$ cat src/verilog/ctsc_pkg.sv
// Package of register offsets, field positions and constants for the touch scanner
package ctsc_pkg;
   // Register byte offsets
   localparam logic [11:0] OFF_CONTROL = 12'h000;
   localparam logic [11:0] OFF_STATUS = 12'h004;
   localparam logic [11:0] OFF_THRESH = 12'h008;
   localparam logic [11:0] OFF_TOUCH_DATA = 12'h020;
   // Control fields
   localparam int CTL_METHOD_LSB = 0;
   localparam int CTL_HOLD_BIT = 5;
   localparam int CTL_DIV_LSB = 8;
   localparam int CTL_IDLE_LSB = 12;
   localparam int CTL_PEND_BIT = 15;
   localparam int CTL_MASK_LSB = 16;
   // Status fields
   localparam int ST_TOUCHED = 0;
   localparam int ST_UNTOUCHED = 1;
   localparam int ST_ROUND = 2;
   localparam int ST_TIMEOUT = 3;
   localparam int ST_OVERRUN = 4;
   localparam int ST_BUSY = 8;
   localparam int ST_PINS_LSB = 16;
   // Threshold and timing fields
   localparam int TT_THRESH_LSB = 0;
   localparam int TT_TIMEOUT_EXPONENT_LSB = 12;
   localparam int TT_ROUND_LSB = 16;
   localparam int TT_LOW_BIT = 31;
   // Touch data fields
   localparam int TD_PIN_LSB = 12;
   localparam int TD_TOUCH_BIT = 31;
   // Reset values
   localparam logic [31:0] RST_CONTROL = 32'h0000_0000;
   localparam logic [31:0] RST_THRESH = 32'h0000_0000;
   // Round interval step in divided clock cycles
   localparam logic [19:0] ROUND_STEP = 20'h01000;
   // Polling methods
   localparam logic [1:0] METHOD_OFF = 2'h0;
   localparam logic [1:0] METHOD_SINGLE = 2'h1;
   localparam logic [1:0] METHOD_CONT = 2'h2;
   // Idle pin drive codes
   localparam logic [1:0] IDLE_HIGHZ = 2'h0;
   localparam logic [1:0] IDLE_LOW = 2'h1;
   typedef enum logic [2:0] {CTSC_IDLE, CTSC_SETTLE, CTSC_MEASURE, CTSC_HOLD,
                             CTSC_GAP} ctsc_state_t;
endpackage : ctsc_pkg

$ cat src/verilog/ctsc_divider.sv
// Function clock divider giving a one-cycle tick every divide value plus one cycles
`timescale 1ns/10ps
module ctsc_divider (
   input wire logic CORE_CLK,
   input wire logic SYS_RST,
   input wire logic [3:0] DIV_VALUE,
   output logic TICK
);
   logic [3:0] count;

   // Tick when the count reaches the divide value, so 0 ticks every cycle
   always_ff @(posedge CORE_CLK) begin
      if (SYS_RST) begin
         count <= 4'h0;
         TICK <= 1'b0;
      end else if (count >= DIV_VALUE) begin
         count <= 4'h0;
         TICK <= 1'b1;
      end else begin
         count <= count + 4'h1;
         TICK <= 1'b0;
      end
   end
endmodule : ctsc_divider

$ cat src/verilog/ctsc_scan.sv
// Top of the capacitive touch scanner: Avalon-MM registers, scan sequencer, pin drive
`timescale 1ns/10ps
// Operation
// - Hold after touch until data read
// - Divide clock by divide value plus one
// - Idle enabled pins high-Z or driven low
// - Pending bit high while control change crosses
// - Control high half enables sense pins
// - Status flags cleared by writing one
// - Touched flag set on touch result
// - Untouched flag set on no-touch result
// - Round flag at round or single end
// - Time-out flag when count hits limit
// - Overrun when unread touch data overwritten
// - Unread no-touch data overwritten silently
// - Busy bit high while polling
// - Report pin count minus one
// - Compare trigger count with threshold
// - Time-out at two to exponent
// - Wait 4096 times interval between rounds
// - Low-count bit selects touch direction
// - Method changes only from or to inactive
module ctsc_scan #(
   parameter int PINS = 16
) (
   input wire logic CORE_CLK,
   input wire logic SYS_RST,
   input wire logic [11:0] AVS_ADDRESS,
   input wire logic AVS_READ,
   input wire logic AVS_WRITE,
   input wire logic [31:0] AVS_WRITEDATA,
   input wire logic [3:0] AVS_BYTEENABLE,
   output logic [31:0] AVS_READDATA,
   output logic AVS_WAITREQUEST,
   input wire logic [PINS-1:0] SENSE_IN,
   output logic [PINS-1:0] SENSE_OUT,
   output logic [PINS-1:0] SENSE_OE,
   input wire logic TRIGGER
);
   localparam logic [3:0] PINS_M1 = 4'(PINS - 1);

   logic [31:0] ctl_shadow;
   logic [31:0] ctl_live;
   logic pending;
   logic [1:0] pend_age;
   logic [31:0] timing;
   logic [4:0] flags;
   logic [31:0] touch_data;
   logic data_unread;
   logic tick;
   logic ack;
   logic wr_hit;
   logic rd_data_hit;
   logic [31:0] wmask;
   ctsc_pkg::ctsc_state_t state;
   logic [11:0] meas_count;
   logic [19:0] gap_count;
   logic [3:0] pin_idx;
   logic round_started;
   logic [3:0] div_value;
   logic [1:0] method;
   logic [PINS-1:0] enable_mask;
   logic [1:0] idle_drive;
   logic [11:0] thresh;
   logic [3:0] timeout_exponent_exp;
   logic [12:0] timeout_exponent_limit;
   logic low_is_touch;
   logic is_touch;
   logic timed_out;
   logic done_meas;
   logic last_pin;
   logic [3:0] next_pin;
   logic found_next;
   logic [3:0] first_pin;
   logic found_first;
   logic [31:0] rdata;

   assign div_value = ctl_live[ctsc_pkg::CTL_DIV_LSB +: 4];
   assign method = ctl_live[ctsc_pkg::CTL_METHOD_LSB +: 2];
   assign enable_mask = ctl_live[ctsc_pkg::CTL_MASK_LSB +: PINS];
   assign idle_drive = ctl_live[ctsc_pkg::CTL_IDLE_LSB +: 2];
   assign thresh = timing[ctsc_pkg::TT_THRESH_LSB +: 12];
   assign timeout_exponent_exp = timing[ctsc_pkg::TT_TIMEOUT_EXPONENT_LSB +: 4];
   assign low_is_touch = timing[ctsc_pkg::TT_LOW_BIT];
   // Exponent beyond twelve is left to software to avoid
   assign timeout_exponent_limit = 13'h0001 << timeout_exponent_exp;

   ctsc_divider u_div (
      .CORE_CLK(CORE_CLK),
      .SYS_RST(SYS_RST),
      .DIV_VALUE(div_value),
      .TICK(tick)
   );

   // One wait cycle per access keeps read data registered; writes land at the acknowledge edge
   assign AVS_WAITREQUEST = (AVS_READ | AVS_WRITE) & ~ack;
   assign wr_hit = AVS_WRITE & ack;
   assign rd_data_hit = AVS_READ & ack & (AVS_ADDRESS == ctsc_pkg::OFF_TOUCH_DATA);
   assign wmask = {{8{AVS_BYTEENABLE[3]}}, {8{AVS_BYTEENABLE[2]}},
                   {8{AVS_BYTEENABLE[1]}}, {8{AVS_BYTEENABLE[0]}}};

   always_ff @(posedge CORE_CLK) begin
      if (SYS_RST) begin
         ack <= 1'b0;
      end else begin
         ack <= (AVS_READ | AVS_WRITE) & ~ack;
      end
   end

   // Control shadow on the bus side; method may only leave or return to inactive
   always_ff @(posedge CORE_CLK) begin
      if (SYS_RST) begin
         ctl_shadow <= ctsc_pkg::RST_CONTROL;
      end else if (wr_hit && AVS_ADDRESS == ctsc_pkg::OFF_CONTROL) begin
         ctl_shadow <= (ctl_shadow & ~wmask) | (AVS_WRITEDATA & wmask);
         if (AVS_BYTEENABLE[0] && ctl_shadow[1:0] != ctsc_pkg::METHOD_OFF &&
             AVS_WRITEDATA[1:0] != ctsc_pkg::METHOD_OFF) begin
            ctl_shadow[1:0] <= ctl_shadow[1:0];
         end
         ctl_shadow[ctsc_pkg::CTL_PEND_BIT] <= 1'b0;
      end else if (state == ctsc_pkg::CTSC_IDLE && ctl_shadow[1:0] == ctsc_pkg::METHOD_SINGLE &&
                   ctl_live[1:0] == ctsc_pkg::METHOD_SINGLE && round_started) begin
         ctl_shadow[1:0] <= ctsc_pkg::METHOD_OFF;
      end
   end

   // Change lands in the live copy on the second divided tick after the write
   always_ff @(posedge CORE_CLK) begin
      if (SYS_RST) begin
         pending <= 1'b0;
         pend_age <= 2'h0;
         ctl_live <= ctsc_pkg::RST_CONTROL;
      end else if (wr_hit && AVS_ADDRESS == ctsc_pkg::OFF_CONTROL) begin
         pending <= 1'b1;
         pend_age <= 2'h0;
      end else if (pending && tick) begin
         if (pend_age == 2'h1) begin
            pending <= 1'b0;
            ctl_live <= ctl_shadow;
         end
         pend_age <= pend_age + 2'h1;
      end else if (!pending) begin
         ctl_live[1:0] <= ctl_shadow[1:0];
      end
   end

   // Timing register; software keeps it steady while polling
   always_ff @(posedge CORE_CLK) begin
      if (SYS_RST) begin
         timing <= ctsc_pkg::RST_THRESH;
      end else if (wr_hit && AVS_ADDRESS == ctsc_pkg::OFF_THRESH) begin
         timing <= (timing & ~wmask) | (AVS_WRITEDATA & wmask);
      end
   end

   // Classification of the finished measurement
   assign timed_out = (state == ctsc_pkg::CTSC_MEASURE) && !TRIGGER &&
                      ({1'b0, meas_count} + 13'h0001 >= timeout_exponent_limit);
   assign done_meas = tick && (state == ctsc_pkg::CTSC_MEASURE) && (TRIGGER || timed_out);
   assign is_touch = low_is_touch ? (meas_count <= thresh) : (meas_count > thresh);

   // Next enabled pin above the current one, and the lowest enabled pin
   always_comb begin
      next_pin = 4'h0;
      found_next = 1'b0;
      first_pin = 4'h0;
      found_first = 1'b0;
      for (int i = PINS - 1; i >= 0; i--) begin
         if (enable_mask[i]) begin
            first_pin = 4'(i);
            found_first = 1'b1;
            if (4'(i) > pin_idx) begin
               next_pin = 4'(i);
               found_next = 1'b1;
            end
         end
      end
   end
   assign last_pin = !found_next;

   // Scan sequencer, stepping on divided ticks
   always_ff @(posedge CORE_CLK) begin
      if (SYS_RST) begin
         state <= ctsc_pkg::CTSC_IDLE;
         meas_count <= 12'h000;
         gap_count <= 20'h00000;
         pin_idx <= 4'h0;
         round_started <= 1'b0;
      end else if (method == ctsc_pkg::METHOD_OFF) begin
         state <= ctsc_pkg::CTSC_IDLE;
         round_started <= 1'b0;
      end else if (tick) begin
         case (state)
            ctsc_pkg::CTSC_IDLE: begin
               if (found_first && !round_started) begin
                  pin_idx <= first_pin;
                  meas_count <= 12'h000;
                  state <= ctsc_pkg::CTSC_SETTLE;
                  round_started <= 1'b1;
               end
            end
            ctsc_pkg::CTSC_SETTLE: begin
               meas_count <= 12'h000;
               state <= ctsc_pkg::CTSC_MEASURE;
            end
            ctsc_pkg::CTSC_MEASURE: begin
               if (TRIGGER || timed_out) begin
                  if (ctl_live[ctsc_pkg::CTL_HOLD_BIT] && is_touch && !timed_out) begin
                     state <= ctsc_pkg::CTSC_HOLD;
                  end else if (!last_pin) begin
                     pin_idx <= next_pin;
                     state <= ctsc_pkg::CTSC_SETTLE;
                  end else if (method == ctsc_pkg::METHOD_CONT) begin
                     gap_count <= 20'(timing[ctsc_pkg::TT_ROUND_LSB +: 8]) * ctsc_pkg::ROUND_STEP;
                     state <= ctsc_pkg::CTSC_GAP;
                  end else begin
                     state <= ctsc_pkg::CTSC_IDLE;
                  end
               end else begin
                  meas_count <= meas_count + 12'h001;
               end
            end
            ctsc_pkg::CTSC_HOLD: begin
               if (!data_unread) begin
                  if (!last_pin) begin
                     pin_idx <= next_pin;
                     state <= ctsc_pkg::CTSC_SETTLE;
                  end else if (method == ctsc_pkg::METHOD_CONT) begin
                     gap_count <= 20'(timing[ctsc_pkg::TT_ROUND_LSB +: 8]) * ctsc_pkg::ROUND_STEP;
                     state <= ctsc_pkg::CTSC_GAP;
                  end else begin
                     state <= ctsc_pkg::CTSC_IDLE;
                  end
               end
            end
            ctsc_pkg::CTSC_GAP: begin
               if (gap_count == 20'h00000) begin
                  state <= ctsc_pkg::CTSC_IDLE;
                  round_started <= 1'b0;
               end else begin
                  gap_count <= gap_count - 20'h00001;
               end
            end
            default: begin
               state <= ctsc_pkg::CTSC_IDLE;
            end
         endcase
      end
   end

   // Touch data capture; a read of the data clears the unread mark
   always_ff @(posedge CORE_CLK) begin
      if (SYS_RST) begin
         touch_data <= 32'h0000_0000;
         data_unread <= 1'b0;
      end else if (done_meas) begin
         touch_data <= 32'h0000_0000;
         // A time-out reports the limit it reached; an exponent of twelve wraps to zero
         touch_data[11:0] <= timed_out ? timeout_exponent_limit[11:0] : meas_count;
         touch_data[ctsc_pkg::TD_PIN_LSB +: 4] <= pin_idx;
         touch_data[ctsc_pkg::TD_TOUCH_BIT] <= is_touch && !timed_out;
         data_unread <= 1'b1;
      end else if (rd_data_hit) begin
         data_unread <= 1'b0;
      end
   end

   // Event flags: a hardware set in the same cycle beats a software clear
   always_ff @(posedge CORE_CLK) begin
      if (SYS_RST) begin
         flags <= 5'h00;
      end else begin
         logic [4:0] set_v;
         logic [4:0] clr_v;
         set_v = 5'h00;
         clr_v = 5'h00;
         if (wr_hit && AVS_ADDRESS == ctsc_pkg::OFF_STATUS && AVS_BYTEENABLE[0]) begin
            clr_v = AVS_WRITEDATA[4:0];
         end
         if (done_meas) begin
            set_v[ctsc_pkg::ST_TOUCHED] = !timed_out && is_touch;
            set_v[ctsc_pkg::ST_UNTOUCHED] = !timed_out && !is_touch;
            set_v[ctsc_pkg::ST_TIMEOUT] = timed_out;
            set_v[ctsc_pkg::ST_OVERRUN] = data_unread && touch_data[ctsc_pkg::TD_TOUCH_BIT];
            set_v[ctsc_pkg::ST_ROUND] = last_pin &&
               !(ctl_live[ctsc_pkg::CTL_HOLD_BIT] && is_touch && !timed_out);
         end
         if (tick && state == ctsc_pkg::CTSC_HOLD && !data_unread && last_pin) begin
            set_v[ctsc_pkg::ST_ROUND] = 1'b1;
         end
         flags <= (flags & ~clr_v) | set_v;
      end
   end

   // Sense pins: measured pin released, other enabled pins per idle drive
   genvar g;
   generate
      for (g = 0; g < PINS; g++) begin : g_pin
         always_ff @(posedge CORE_CLK) begin
            if (SYS_RST) begin
               SENSE_OUT[g] <= 1'b0;
               SENSE_OE[g] <= 1'b0;
            end else begin
               SENSE_OUT[g] <= 1'b0;
               if (enable_mask[g] && state == ctsc_pkg::CTSC_SETTLE && pin_idx == 4'(g)) begin
                  SENSE_OE[g] <= 1'b1; // Discharge before measuring
               end else if (enable_mask[g] && !(state == ctsc_pkg::CTSC_MEASURE &&
                            pin_idx == 4'(g))) begin
                  SENSE_OE[g] <= (idle_drive == ctsc_pkg::IDLE_LOW);
               end else begin
                  SENSE_OE[g] <= 1'b0;
               end
            end
         end
      end
   endgenerate

   // Read mux; unmapped addresses read zero
   always_comb begin
      rdata = 32'h0000_0000;
      case (AVS_ADDRESS)
         ctsc_pkg::OFF_CONTROL: begin
            rdata = ctl_shadow;
            rdata[ctsc_pkg::CTL_PEND_BIT] = pending;
            rdata[14] = 1'b0;
         end
         ctsc_pkg::OFF_STATUS: begin
            rdata[4:0] = flags;
            rdata[ctsc_pkg::ST_BUSY] = (state != ctsc_pkg::CTSC_IDLE);
            rdata[ctsc_pkg::ST_PINS_LSB +: 4] = PINS_M1;
         end
         ctsc_pkg::OFF_THRESH: begin
            rdata = timing;
            rdata[30:24] = 7'h00;
         end
         ctsc_pkg::OFF_TOUCH_DATA: begin
            rdata = touch_data;
         end
         default: begin
            rdata = 32'h0000_0000;
         end
      endcase
   end

   always_ff @(posedge CORE_CLK) begin
      if (SYS_RST) begin
         AVS_READDATA <= 32'h0000_0000;
      end else if (AVS_READ && !ack) begin
         AVS_READDATA <= rdata;
      end
   end
   // Pad inputs are not used by the sequencer; folded here so they stay read
   logic unused_in;
   assign unused_in = ^SENSE_IN;
endmodule : ctsc_scan
$ cat config.mk
export PLATFORM = sky130hd
export DESIGN_NAME = ctsc_scan
export DESIGN_NICKNAME = d
export VERILOG_FILES = /design/src/verilog/ctsc_pkg.sv /design/src/verilog/ctsc_divider.sv /design/src/verilog/ctsc_scan.sv
export SDC_FILE = /design/constraint.sdc
export NUM_CORES = 1
export LEC_CHECK = 0
export ABC_CLOCK_PERIOD_IN_PS = 4350
export BUFFER_PORTS_ARGS = -buffer_cell sky130_fd_sc_hd__buf_4
export CORE_MARGIN = 1
export CORE_UTILIZATION = 45
export CTS_CLUSTER_DIAMETER = 60
export DETAILED_ROUTE_END_ITERATION = 7
export PLACE_DENSITY = 0.71
export SYNTH_ARGS = -nofsm -noshare
export SYNTH_HDL_FRONTEND = slang
export SYNTH_HIERARCHICAL = 1
export SYNTH_SLANG_ARGS = --single-unit
$ cat constraint.sdc
create_clock -name CORE_CLK -period 4.35 [get_ports CORE_CLK]
set_input_delay 0.87 -clock CORE_CLK [delete_from_list [all_inputs] [get_ports CORE_CLK]]
set_output_delay 0.87 -clock CORE_CLK [all_outputs]
set_load 0.01 [all_outputs]
==> flow_metrics.env, run 1 <==
export IMPL_status="complete, no violations"
export IMPL_remaining_drc_errors=0
export IMPL_setup_viol=0
export IMPL_worst_ep_required_time_ns=4.71
export IMPL_finalCriticalPeriod_ns=3.86
export IMPL_timing_rr_end="touch_data[5]$_SDFFE_PP0P_"
export IMPL_multiInputGateArea_sq_mm=0.00580
export IMPL_ys_async_sr_fraction_pct=0
export IMPL_max_cap_viol_count=0
export IMPL_first_pass_iters=5
export IMPL_path_max_fanout=11
export IMPL_grt_pass1_wl_um=47000
export IMPL_switching_power_mw=0.910
export IMPL_grt_pass1_vias=8878
export IMPL_synth_warnings=6
export IMPL_max_slew_margin_pct=27.2
export IMPL_cts_sinks=200
export IMPL_rows=55
export IMPL_core_area_sq_mm=0.0226
export IMPL_skew_ns=0.0136
export IMPL_cts_tree="done"
export IMPL_viasPerCell=5.83
export IMPL_fillers=2171
export IMPL_finalHoldViolCount=0
export IMPL_intPower_mw=2.73
export IMPL_ys_ff_latch=200
export IMPL_detail_route_wl_per_cell_um=17.5
export IMPL_synth_xor_area_share_pct=0.677
export IMPL_yosysTopAreaCellShare_pct=38.7
export IMPL_stdcell_count=1671
export IMPL_drtIter0Drc=882
export IMPL_synth_most_common_cell="dfxtp_1"
export IMPL_worst_pin_slew_ns=1.09
export IMPL_synthSimpleGateAreaFrac_pct=25.0
export IMPL_period_share_pct=88.7
export IMPL_ctsHtreeMaxLevel=4
export IMPL_worstSetupPathType="reg2reg"
export IMPL_ys_types=84
export IMPL_cts_resized=0
export IMPL_place_inst=1639
export IMPL_wirelength_um=29300
export IMPL_finalPower_mw=3.64
export IMPL_rsz0062_at_grt="false"
export IMPL_die_height_um=154
export IMPL_min_from="AVS_READDATA[22]$_SDFFE_PP0P_"
export IMPL_pin_count=134
export IMPL_clock_path_buffers=2
export IMPL_p_leak_nw=4.37
export IMPL_max_freq_mhz=259
export IMPL_vias=9735
export IMPL_grt_ovfl_total=0
export IMPL_synth_edf_count=0
export IMPL_hpwl_um=20800
export IMPL_synth_common_cells="200 x dfxtp_1, 190 x nand2_1, 187 x a21oi_1, 116 x nor2_1, 66 x nand3_1"
export IMPL_setup_worst_path_end_class="flip-flop"
export IMPL_cts_hold_buf=0
export IMPL_synthAdderAreaFrac_pct=3.99
export IMPL_clkPwrFrac_pct=44.8
export IMPL_numCtsBuffers=17
export IMPL_grt_max_degree=185
export IMPL_ant_nets=0
export IMPL_post_cts_buffers=0
export IMPL_hold_path_class="reg2reg"
export IMPL_die_area_sq_mm=0.0236
export IMPL_synth_largest_area_cell="dfxtp_1"
export IMPL_vdd_drop_max_mv=0.248
export IMPL_worstRegToRegCells=17
export IMPL_area_growth_pct=14.2
export IMPL_sw_frac_of_total_pct=25.0
export IMPL_postSynthCellCount=1316
export IMPL_final_max_slew_violation_count=0
export IMPL_grt_usage_pct=24.9
export IMPL_portBuffers=101
export IMPL_fin_setup_tns_ns=0
export IMPL_synth_compound_area_share_pct=21.1
export IMPL_cp_arrival_ns=4.21
export IMPL_cp_start_kind="flip-flop"
export IMPL_finalNetCount=1475
export IMPL_clk_latency_ns=0.45
export IMPL_p_seq_share_pct=50.7
export IMPL_combPwrFrac_pct=4.5
export IMPL_clk_pin_slew_worst_paths_ns=0.08
export IMPL_hold_end="AVS_READDATA[22]$_SDFFE_PP0P_"
export IMPL_synthFlopType="dfxtp_1"
export IMPL_initial_core_util_pct=45.8
export IMPL_routabilityCongestion=0.902
export IMPL_drive_gt1_share_pct=14.5
export IMPL_r2r_slack_ns=0.49
export IMPL_antenna_found_initial=0
export IMPL_ys_seq_area_share_pct=38.7
export IMPL_hold_depth=2
export IMPL_die_w_um=154
export IMPL_r2r_start="meas_count[1]$_SDFFE_PP0P_"
export IMPL_synthMuxAreaShare_pct=4.64
export IMPL_diodes=0
export IMPL_synth_top_family_by_area="simple AND/OR/NAND/NOR gates"
export IMPL_register_area_sq_mm=0.00400
export IMPL_syn_cell_area_sq_mm=0.0103
export IMPL_cts_root_buffer="clkbuf_16"
export IMPL_syn_avg_cell_area_sq_um=7.86
export IMPL_p_per_area_mw_per_mm2=308
export IMPL_synth_area_top_cells="dfxtp_1 39%, a21oi_1 9.0%, nand2_1 6.9%"
## area by class of cell
cell class | count | area share [%]
clock buffers | 18 | 3.63
clock inverters | 14 | 1.49
inverters | 37 | 1.18
multi-input cells | 998 | 49.1
flip-flops and latches | 200 | 33.9
well taps | 285 | 3.02
repair buffers | 119 | 7.67
## cell usage in the layout, fill, tap and decap left out, types with 16 or more instances in the layout
cell type / instances
dfxtp_1: 200
nand2_1: 190
a21oi_1: 187
buf_4: 118
nor2_1: 115
nand3_1: 66
o21ai_0: 41
nor3_1: 39
inv_1: 36
ha_1: 33
mux2_2: 24
mux2i_1: 21
clkbuf_16: 17
nor2b_1: 16
nor4_1: 16
a211oi_1: 16
conb_1: 16
## layer usage
layer | global-route usage [%] | wire [um]
met1 | 33.4 | 13000
met2 | 41.3 | 14100
met3 | 3.72 | 1650
met4 | 7.33 | 564
met5 | 0 | 0
## cell families after synthesis
kind of cell	count (synthesis)
buf+inv	133
flops	200
other cells	1
simple gates	537
fa+ha+maj	33
xor+xnor	8
mux	45
compound gates	359
## power groups by stage
| stage | Clock (mW) | Sequential (mW) | Combinational (mW) |
|---|---|---|---|
| floorplan | 0 | 1.89 | 0.0872 |
| global placement | 0 | 1.89 | 0.160 |
| detailed placement | 0 | 1.89 | 0.162 |
| CTS | 1.66 | 1.85 | 0.162 |
| global route | 1.73 | 1.85 | 0.175 |
| finish | 1.63 | 1.85 | 0.163 |
## worst max-delay path: stages (launching register included)
cell and delay (ns):
dfxtp_1 0.44, ha_1 0.23, nand3_1 0.18, nor2_1 0.21, and3_1 0.21, nand2b_1 0.13
nand2_1 0.07, ha_1 0.29, a21o_1 0.12, a31oi_1 0.11, o211a_1 0.15, a32oi_2 0.45
o21ai_2 0.12, buf_4 0.20, nor2_2 0.34, buf_4 0.26, nor2_1 0.05, a211oi_1 0.20
## worst max path at each step
stage | start | cells after the start | endpoint | slack (ns)
detailed placement | meas_count[1]$_SDFFE_PP0P_ | 17 | touch_data[6]$_SDFFE_PP0P_ | 0.58
floorplan | meas_count[1]$_SDFFE_PP0P_ | 16 | gap_count[9]$_SDFFE_PP0P_ | 1.20
CTS | meas_count[1]$_SDFFE_PP0P_ | 17 | touch_data[5]$_SDFFE_PP0P_ | 0.52
global placement | meas_count[1]$_SDFFE_PP0P_ | 17 | touch_data[6]$_SDFFE_PP0P_ | 0.63
global route | meas_count[1]$_SDFFE_PP0P_ | 17 | touch_data[2]$_SDFFE_PP0P_ | 0.18
finish | meas_count[1]$_SDFFE_PP0P_ | 17 | touch_data[5]$_SDFFE_PP0P_ | 0.49
## metrics by stage
| stage | setup WS [ns] | hold slack [ns] | area, sq um | util, % |
|---|---|---|---|---|
| after floorplan | 1.20 | 0.431 | 10400 | - |
| after global placement | 0.625 | 0.441 | 11200 | 49.7 |
| after detailed placement | 0.580 | 0.444 | 11200 | 49.7 |
| after CTS | 0.523 | 0.454 | 11800 | 52.3 |
| after global routing | 0.176 | 0.463 | 11800 | 52.3 |
| final | 0.491 | 0.456 | 11800 | 52.3 |
Power figures use the tool's default switching activity.
==> inputs of run 2 (changes only) <==
PLACE_DENSITY = 0.67   (was 0.71)
==> run 2 against run 1 <==
Net effect: non-clock buffer count fell by 2; register-to-register slack lost 0.02 ns; design area decreased by 0.36%; wire length grew 1.5%; largest cell class unchanged.
==> flow_metrics.env, run 2 (synthesis results as in run 1) <==
export IMPL_hpwl_um=21000
export IMPL_grt_pass1_wl_um=47700
export IMPL_cts_resized=0
export IMPL_fin_setup_tns_ns=0
export IMPL_hold_depth=2
export IMPL_die_area_sq_mm=0.0236
export IMPL_die_height_um=154
export IMPL_status="complete, no violations"
export IMPL_fillers=2160
export IMPL_max_freq_mhz=258
export IMPL_path_max_fanout=20
export IMPL_timing_rr_end="touch_data[6]$_SDFFE_PP0P_"
export IMPL_rsz0062_at_grt="false"
export IMPL_vdd_drop_max_mv=0.288
export IMPL_skew_ns=0.0166
export IMPL_wirelength_um=29700
export IMPL_cp_arrival_ns=4.23
export IMPL_min_from="AVS_READDATA[29]$_SDFFE_PP0P_"
export IMPL_grt_pass1_vias=9013
export IMPL_max_cap_viol_count=0
export IMPL_cts_root_buffer="clkbuf_16"
export IMPL_routabilityCongestion=0.903
export IMPL_r2r_slack_ns=0.47
export IMPL_die_w_um=154
export IMPL_clk_latency_ns=0.45
export IMPL_hold_end="AVS_READDATA[29]$_SDFFE_PP0P_"
export IMPL_numCtsBuffers=17
export IMPL_drtIter0Drc=937
export IMPL_p_leak_nw=4.34
export IMPL_drive_gt1_share_pct=14.4
export IMPL_antenna_found_initial=0
export IMPL_max_slew_margin_pct=24.1
export IMPL_grt_max_degree=185
export IMPL_period_share_pct=89.1
export IMPL_worstSetupPathType="reg2reg"
export IMPL_hold_path_class="reg2reg"
export IMPL_worstRegToRegCells=16
export IMPL_grt_ovfl_total=0
export IMPL_vias=9824
export IMPL_r2r_start="meas_count[1]$_SDFFE_PP0P_"
export IMPL_core_area_sq_mm=0.0226
export IMPL_detail_route_wl_per_cell_um=17.8
export IMPL_finalHoldViolCount=0
export IMPL_grt_usage_pct=25.2
export IMPL_diodes=0
export IMPL_cts_tree="done"
export IMPL_ant_nets=0
export IMPL_first_pass_iters=6
export IMPL_finalCriticalPeriod_ns=3.88
export IMPL_ctsHtreeMaxLevel=4
export IMPL_portBuffers=101
export IMPL_pin_count=134
export IMPL_finalNetCount=1473
export IMPL_clock_path_buffers=2
export IMPL_cts_hold_buf=0
export IMPL_remaining_drc_errors=0
export IMPL_initial_core_util_pct=45.8
export IMPL_cts_sinks=200
export IMPL_area_growth_pct=13.8
export IMPL_mostFrequentLayoutCells="200 x dfxtp_1, 190 x nand2_1, 187 x a21oi_1, 116 x buf_4, 115 x nor2_1"
export IMPL_post_cts_buffers=0
export IMPL_p_per_area_mw_per_mm2=305
export IMPL_viasPerCell=5.89
export IMPL_setup_viol=0
export IMPL_worst_pin_slew_ns=1.14
export IMPL_cp_start_kind="flip-flop"
export IMPL_final_max_slew_violation_count=0
export IMPL_finalPower_mw=3.59
export IMPL_setup_worst_path_end_class="flip-flop"
export IMPL_rows=55
export IMPL_clk_pin_slew_worst_paths_ns=0.09
export IMPL_layout_commonest_cell="dfxtp_1"
export IMPL_worst_ep_required_time_ns=4.70
-- run 2: worst max-delay path: stages (launching register included) --
cell and delay (ns):
dfxtp_1 0.46, ha_1 0.23, nand3_1 0.17, nor2_1 0.21, and3_1 0.21, nand2b_1 0.13, nand2_1 0.06, ha_1 0.29
a21o_1 0.11, a31oi_1 0.11, o211a_1 0.14, a32oi_2 0.48, o21ai_2 0.16, nor2_2 0.40, buf_4 0.33, nor2_1 0.07
a211oi_1 0.20
-- run 2: power by group --
group / switching (mW) / internal, mW / total (mW) / leakage [nW]
combinational: 0.101 / 0.0633 / 0.164 / 2.45
clock: 0.805 / 0.771 / 1.58 / 0.281
sequential: 0.00928 / 1.84 / 1.85 / 1.61
total: 0.915 / 2.67 / 3.59 / 4.34
-- run 2: layout make-up --
cell class | count | area, sq um | area share (%)
Clock buffer | 18 | 429 | 3.65
Clock inverter | 14 | 149 | 1.26
Inverter | 37 | 139 | 1.18
Multi-Input combinational cell | 998 | 5800 | 49.3
Sequential cell | 200 | 4000 | 34.0
Tap cell | 285 | 357 | 3.03
Timing Repair Buffer | 117 | 891 | 7.57
-- run 2: worst max-delay path by stage --
stage,cells after the start,to,start
after global routing,16,touch_data[3]$_SDFFE_PP0P_,meas_count[0]$_SDFFE_PP0P_
after global placement,16,touch_data[6]$_SDFFE_PP0P_,meas_count[1]$_SDFFE_PP0P_
after detailed placement,16,touch_data[4]$_SDFFE_PP0P_,meas_count[1]$_SDFFE_PP0P_
final,16,touch_data[6]$_SDFFE_PP0P_,meas_count[1]$_SDFFE_PP0P_
after floorplan,16,gap_count[9]$_SDFFE_PP0P_,meas_count[1]$_SDFFE_PP0P_
after CTS,16,touch_data[6]$_SDFFE_PP0P_,meas_count[1]$_SDFFE_PP0P_
-- run 2: per-layer routing --
layer	global-route usage (%)	wire [um]	vias to the layer above
met1	34.0	13200	4622
met3	4.06	1850	48
met2	40.5	13700	370
li1	-	-	4784
met5	0	0	-
met4	9.48	882	0
-- run 2: through the flow --
| step | instances | util (%) | setup WS, ns | hold slack, ns | instance area [sq um] |
|---|---|---|---|---|---|
| 2_1_floorplan | 1331 | - | 1.20 | 0.431 | 10400 |
| 3_3_place_gp | 1637 | 49.6 | 0.596 | 0.439 | 11200 |
| 3_5_place_dp | 1637 | 49.6 | 0.584 | 0.444 | 11200 |
| 4_1_cts | 1669 | 52.2 | 0.535 | 0.455 | 11800 |
| 5_1_grt | 1669 | 52.2 | 0.100 | 0.471 | 11800 |
| 6_report | 1669 | 52.2 | 0.472 | 0.452 | 11800 |
==> inputs of run 3 (changes only) <==
CORE_UTILIZATION = 40   (was 45)
PLACE_DENSITY = 0.61   (was 0.67)
RECOVER_POWER = 50   (was not set)
==> run 3 against run 2 <==
Net effect: critical path type unchanged; register-to-register slack lost 0.11 ns; design area shrank 0.69%; total power grew 1.8%; critical path depth grew 1; flip-flop and latch count is the same.
==> flow_metrics.env, run 3 (synthesis results as in run 1) <==
export IMPL_status="complete, no violations"
export IMPL_mostFrequentLayoutCells="200 x dfxtp_1, 190 x nand2_1, 187 x a21oi_1, 116 x nor2_1, 66 x nand3_1"
export IMPL_finalNetCount=1478
export IMPL_portBuffers=101
export IMPL_fin_setup_tns_ns=0
export IMPL_p_per_area_mw_per_mm2=312
export IMPL_r2r_slack_ns=0.37
export IMPL_grt_usage_pct=23.2
export IMPL_wirelength_um=30700
export IMPL_worstSetupPathType="reg2reg"
export IMPL_vias=9683
export IMPL_grt_ovfl_total=0
export IMPL_fillers=2568
export IMPL_remaining_drc_errors=0
export IMPL_first_pass_iters=5
export IMPL_detail_route_wl_per_cell_um=17.8
export IMPL_max_slew_margin_pct=11.8
export IMPL_rsz0062_at_grt="false"
export IMPL_die_height_um=163
export IMPL_pin_count=134
export IMPL_initial_core_util_pct=41.0
export IMPL_cp_arrival_ns=4.31
export IMPL_crit_path_cell_trace="ha_1 > nand3_1 > nor2_1 > and3_1 > nand2b_1 > nand2_1 > ha_1 > a21o_1 > a31oi_1 > o211a_1 > a32oi_2 > o21ai_2 > buf_4 > nor2_2 > buf_4 > nor2_1 > a211oi_1"
export IMPL_core_area_sq_mm=0.0253
export IMPL_rows=58
export IMPL_hold_depth=2
export IMPL_ant_nets=0
export IMPL_worstRegToRegCells=17
export IMPL_path_delay_family="compound AO/OA/AOI/OAI gates"
export IMPL_layout_commonest_cell="dfxtp_1"
export IMPL_vdd_drop_max_mv=0.255
export IMPL_cts_root_buffer="clkbuf_16"
export IMPL_post_cts_buffers=0
export IMPL_skew_ns=0.0133
export IMPL_clk_pin_slew_worst_paths_ns=0.08
export IMPL_cts_hold_buf=0
export IMPL_crit_slowest_cell="a32oi_2"
export IMPL_register_area_sq_mm=0.00400
export IMPL_numCtsBuffers=17
export IMPL_grt_pass1_wl_um=48300
export IMPL_r2r_start="meas_count[1]$_SDFFE_PP0P_"
export IMPL_antenna_found_initial=0
export IMPL_cts_sinks=200
export IMPL_cp_start_kind="flip-flop"
export IMPL_slowest_delay_ns=0.48
export IMPL_area_growth_pct=13.0
export IMPL_drtIter0Drc=769
export IMPL_routabilityCongestion=0.875
export IMPL_hold_end="ctl_live[13]$_SDFFE_PP0P_"
export IMPL_finalCriticalPeriod_ns=3.98
export IMPL_drive_gt1_share_pct=10.5
export IMPL_multiInputGateArea_sq_mm=0.00579
export IMPL_max_freq_mhz=251
export IMPL_ctsHtreeMaxLevel=4
export IMPL_die_w_um=163
export IMPL_max_cap_viol_count=0
export IMPL_path_buf_inv=2
export IMPL_setup_worst_path_end_class="flip-flop"
export IMPL_timing_rr_end="touch_data[6]$_SDFFE_PP0P_"
export IMPL_stdcell_area_sq_mm=0.0117
export IMPL_hpwl_um=22100
export IMPL_setup_viol=0
export IMPL_die_area_sq_mm=0.0265
export IMPL_min_from="ctl_live[13]$_SDFFE_PP0P_"
export IMPL_path_max_fanout=11
export IMPL_period_share_pct=91.6
export IMPL_finalHoldViolCount=0
export IMPL_worst_pin_slew_ns=1.32
export IMPL_hold_path_class="reg2reg"
export IMPL_diodes=0
export IMPL_p_leak_nw=4.16
export IMPL_fin_hold_ws_ns=0.453
export IMPL_grt_pass1_vias=8839
export IMPL_final_max_slew_violation_count=0
export IMPL_worst_ep_required_time_ns=4.68
export IMPL_viasPerCell=5.63
export IMPL_crit_start="meas_count[1]$_SDFFE_PP0P_"
export IMPL_grt_max_degree=185
export IMPL_cts_resized=0
export IMPL_place_area_sq_mm=0.0113
export IMPL_clock_path_buffers=2
export IMPL_cts_tree="done"
export IMPL_clk_latency_ns=0.44
## run 3: worst register-to-register path, delay by kind of cell (launching register included)
kind,cells,cell delay [ns]
AOI/OAI and AO/OA,6,1.25
adders and majority gates,2,0.54
buffers and inverters,2,0.46
and+or+nand+nor,7,1.19
DFF,1,0.45
## run 3: layout make-up
type	count	area share, %
repair buffers	122	6.28
clock inverters	14	1.55
inverters	37	1.19
flip-flops and latches	200	34.3
clock buffers	18	3.67
well taps	330	3.53
multi-input cells	998	49.5
## run 3: how the worst max path moves through the flow
stage	end	slack (ns)	depth (start not counted)
3_5_place_dp	gap_count[8]$_SDFFE_PP0P_	0.46	15
6_report	touch_data[6]$_SDFFE_PP0P_	0.37	17
2_1_floorplan	gap_count[9]$_SDFFE_PP0P_	1.20	16
5_1_grt	gap_count[10]$_SDFFE_PP0P_	0.06	15
3_3_place_gp	gap_count[13]$_SDFFE_PP0P_	0.45	16
4_1_cts	touch_data[6]$_SDFFE_PP0P_	0.40	17
## run 3: stage by stage
stage	util, %	instances	power [mW]	setup WS [ns]
finish	46.3	1719	3.65	0.365
global route	46.3	1719	3.76	0.0583
CTS	47.2	1719	3.69	0.400
detailed placement	44.8	1687	2.06	0.456
global placement	44.8	1687	2.06	0.454
floorplan	-	1331	1.98	1.20
## run 3: layer usage
metal  part of all wire, %  vias up  GRT usage, %
met5                     0        -             0
met4                   2.3        0          7.69
met3                   4.6       37          3.03
met2                    47      239          36.7
met1                    46     4621          32.3
li1                      -     4786             -
## run 3: where the power goes
group / total (mW) / switching (mW) / internal [mW]
Sequential: 1.85 / 0.00778 / 1.84
Clock: 1.65 / 0.815 / 0.831
Combinational: 0.158 / 0.103 / 0.0556
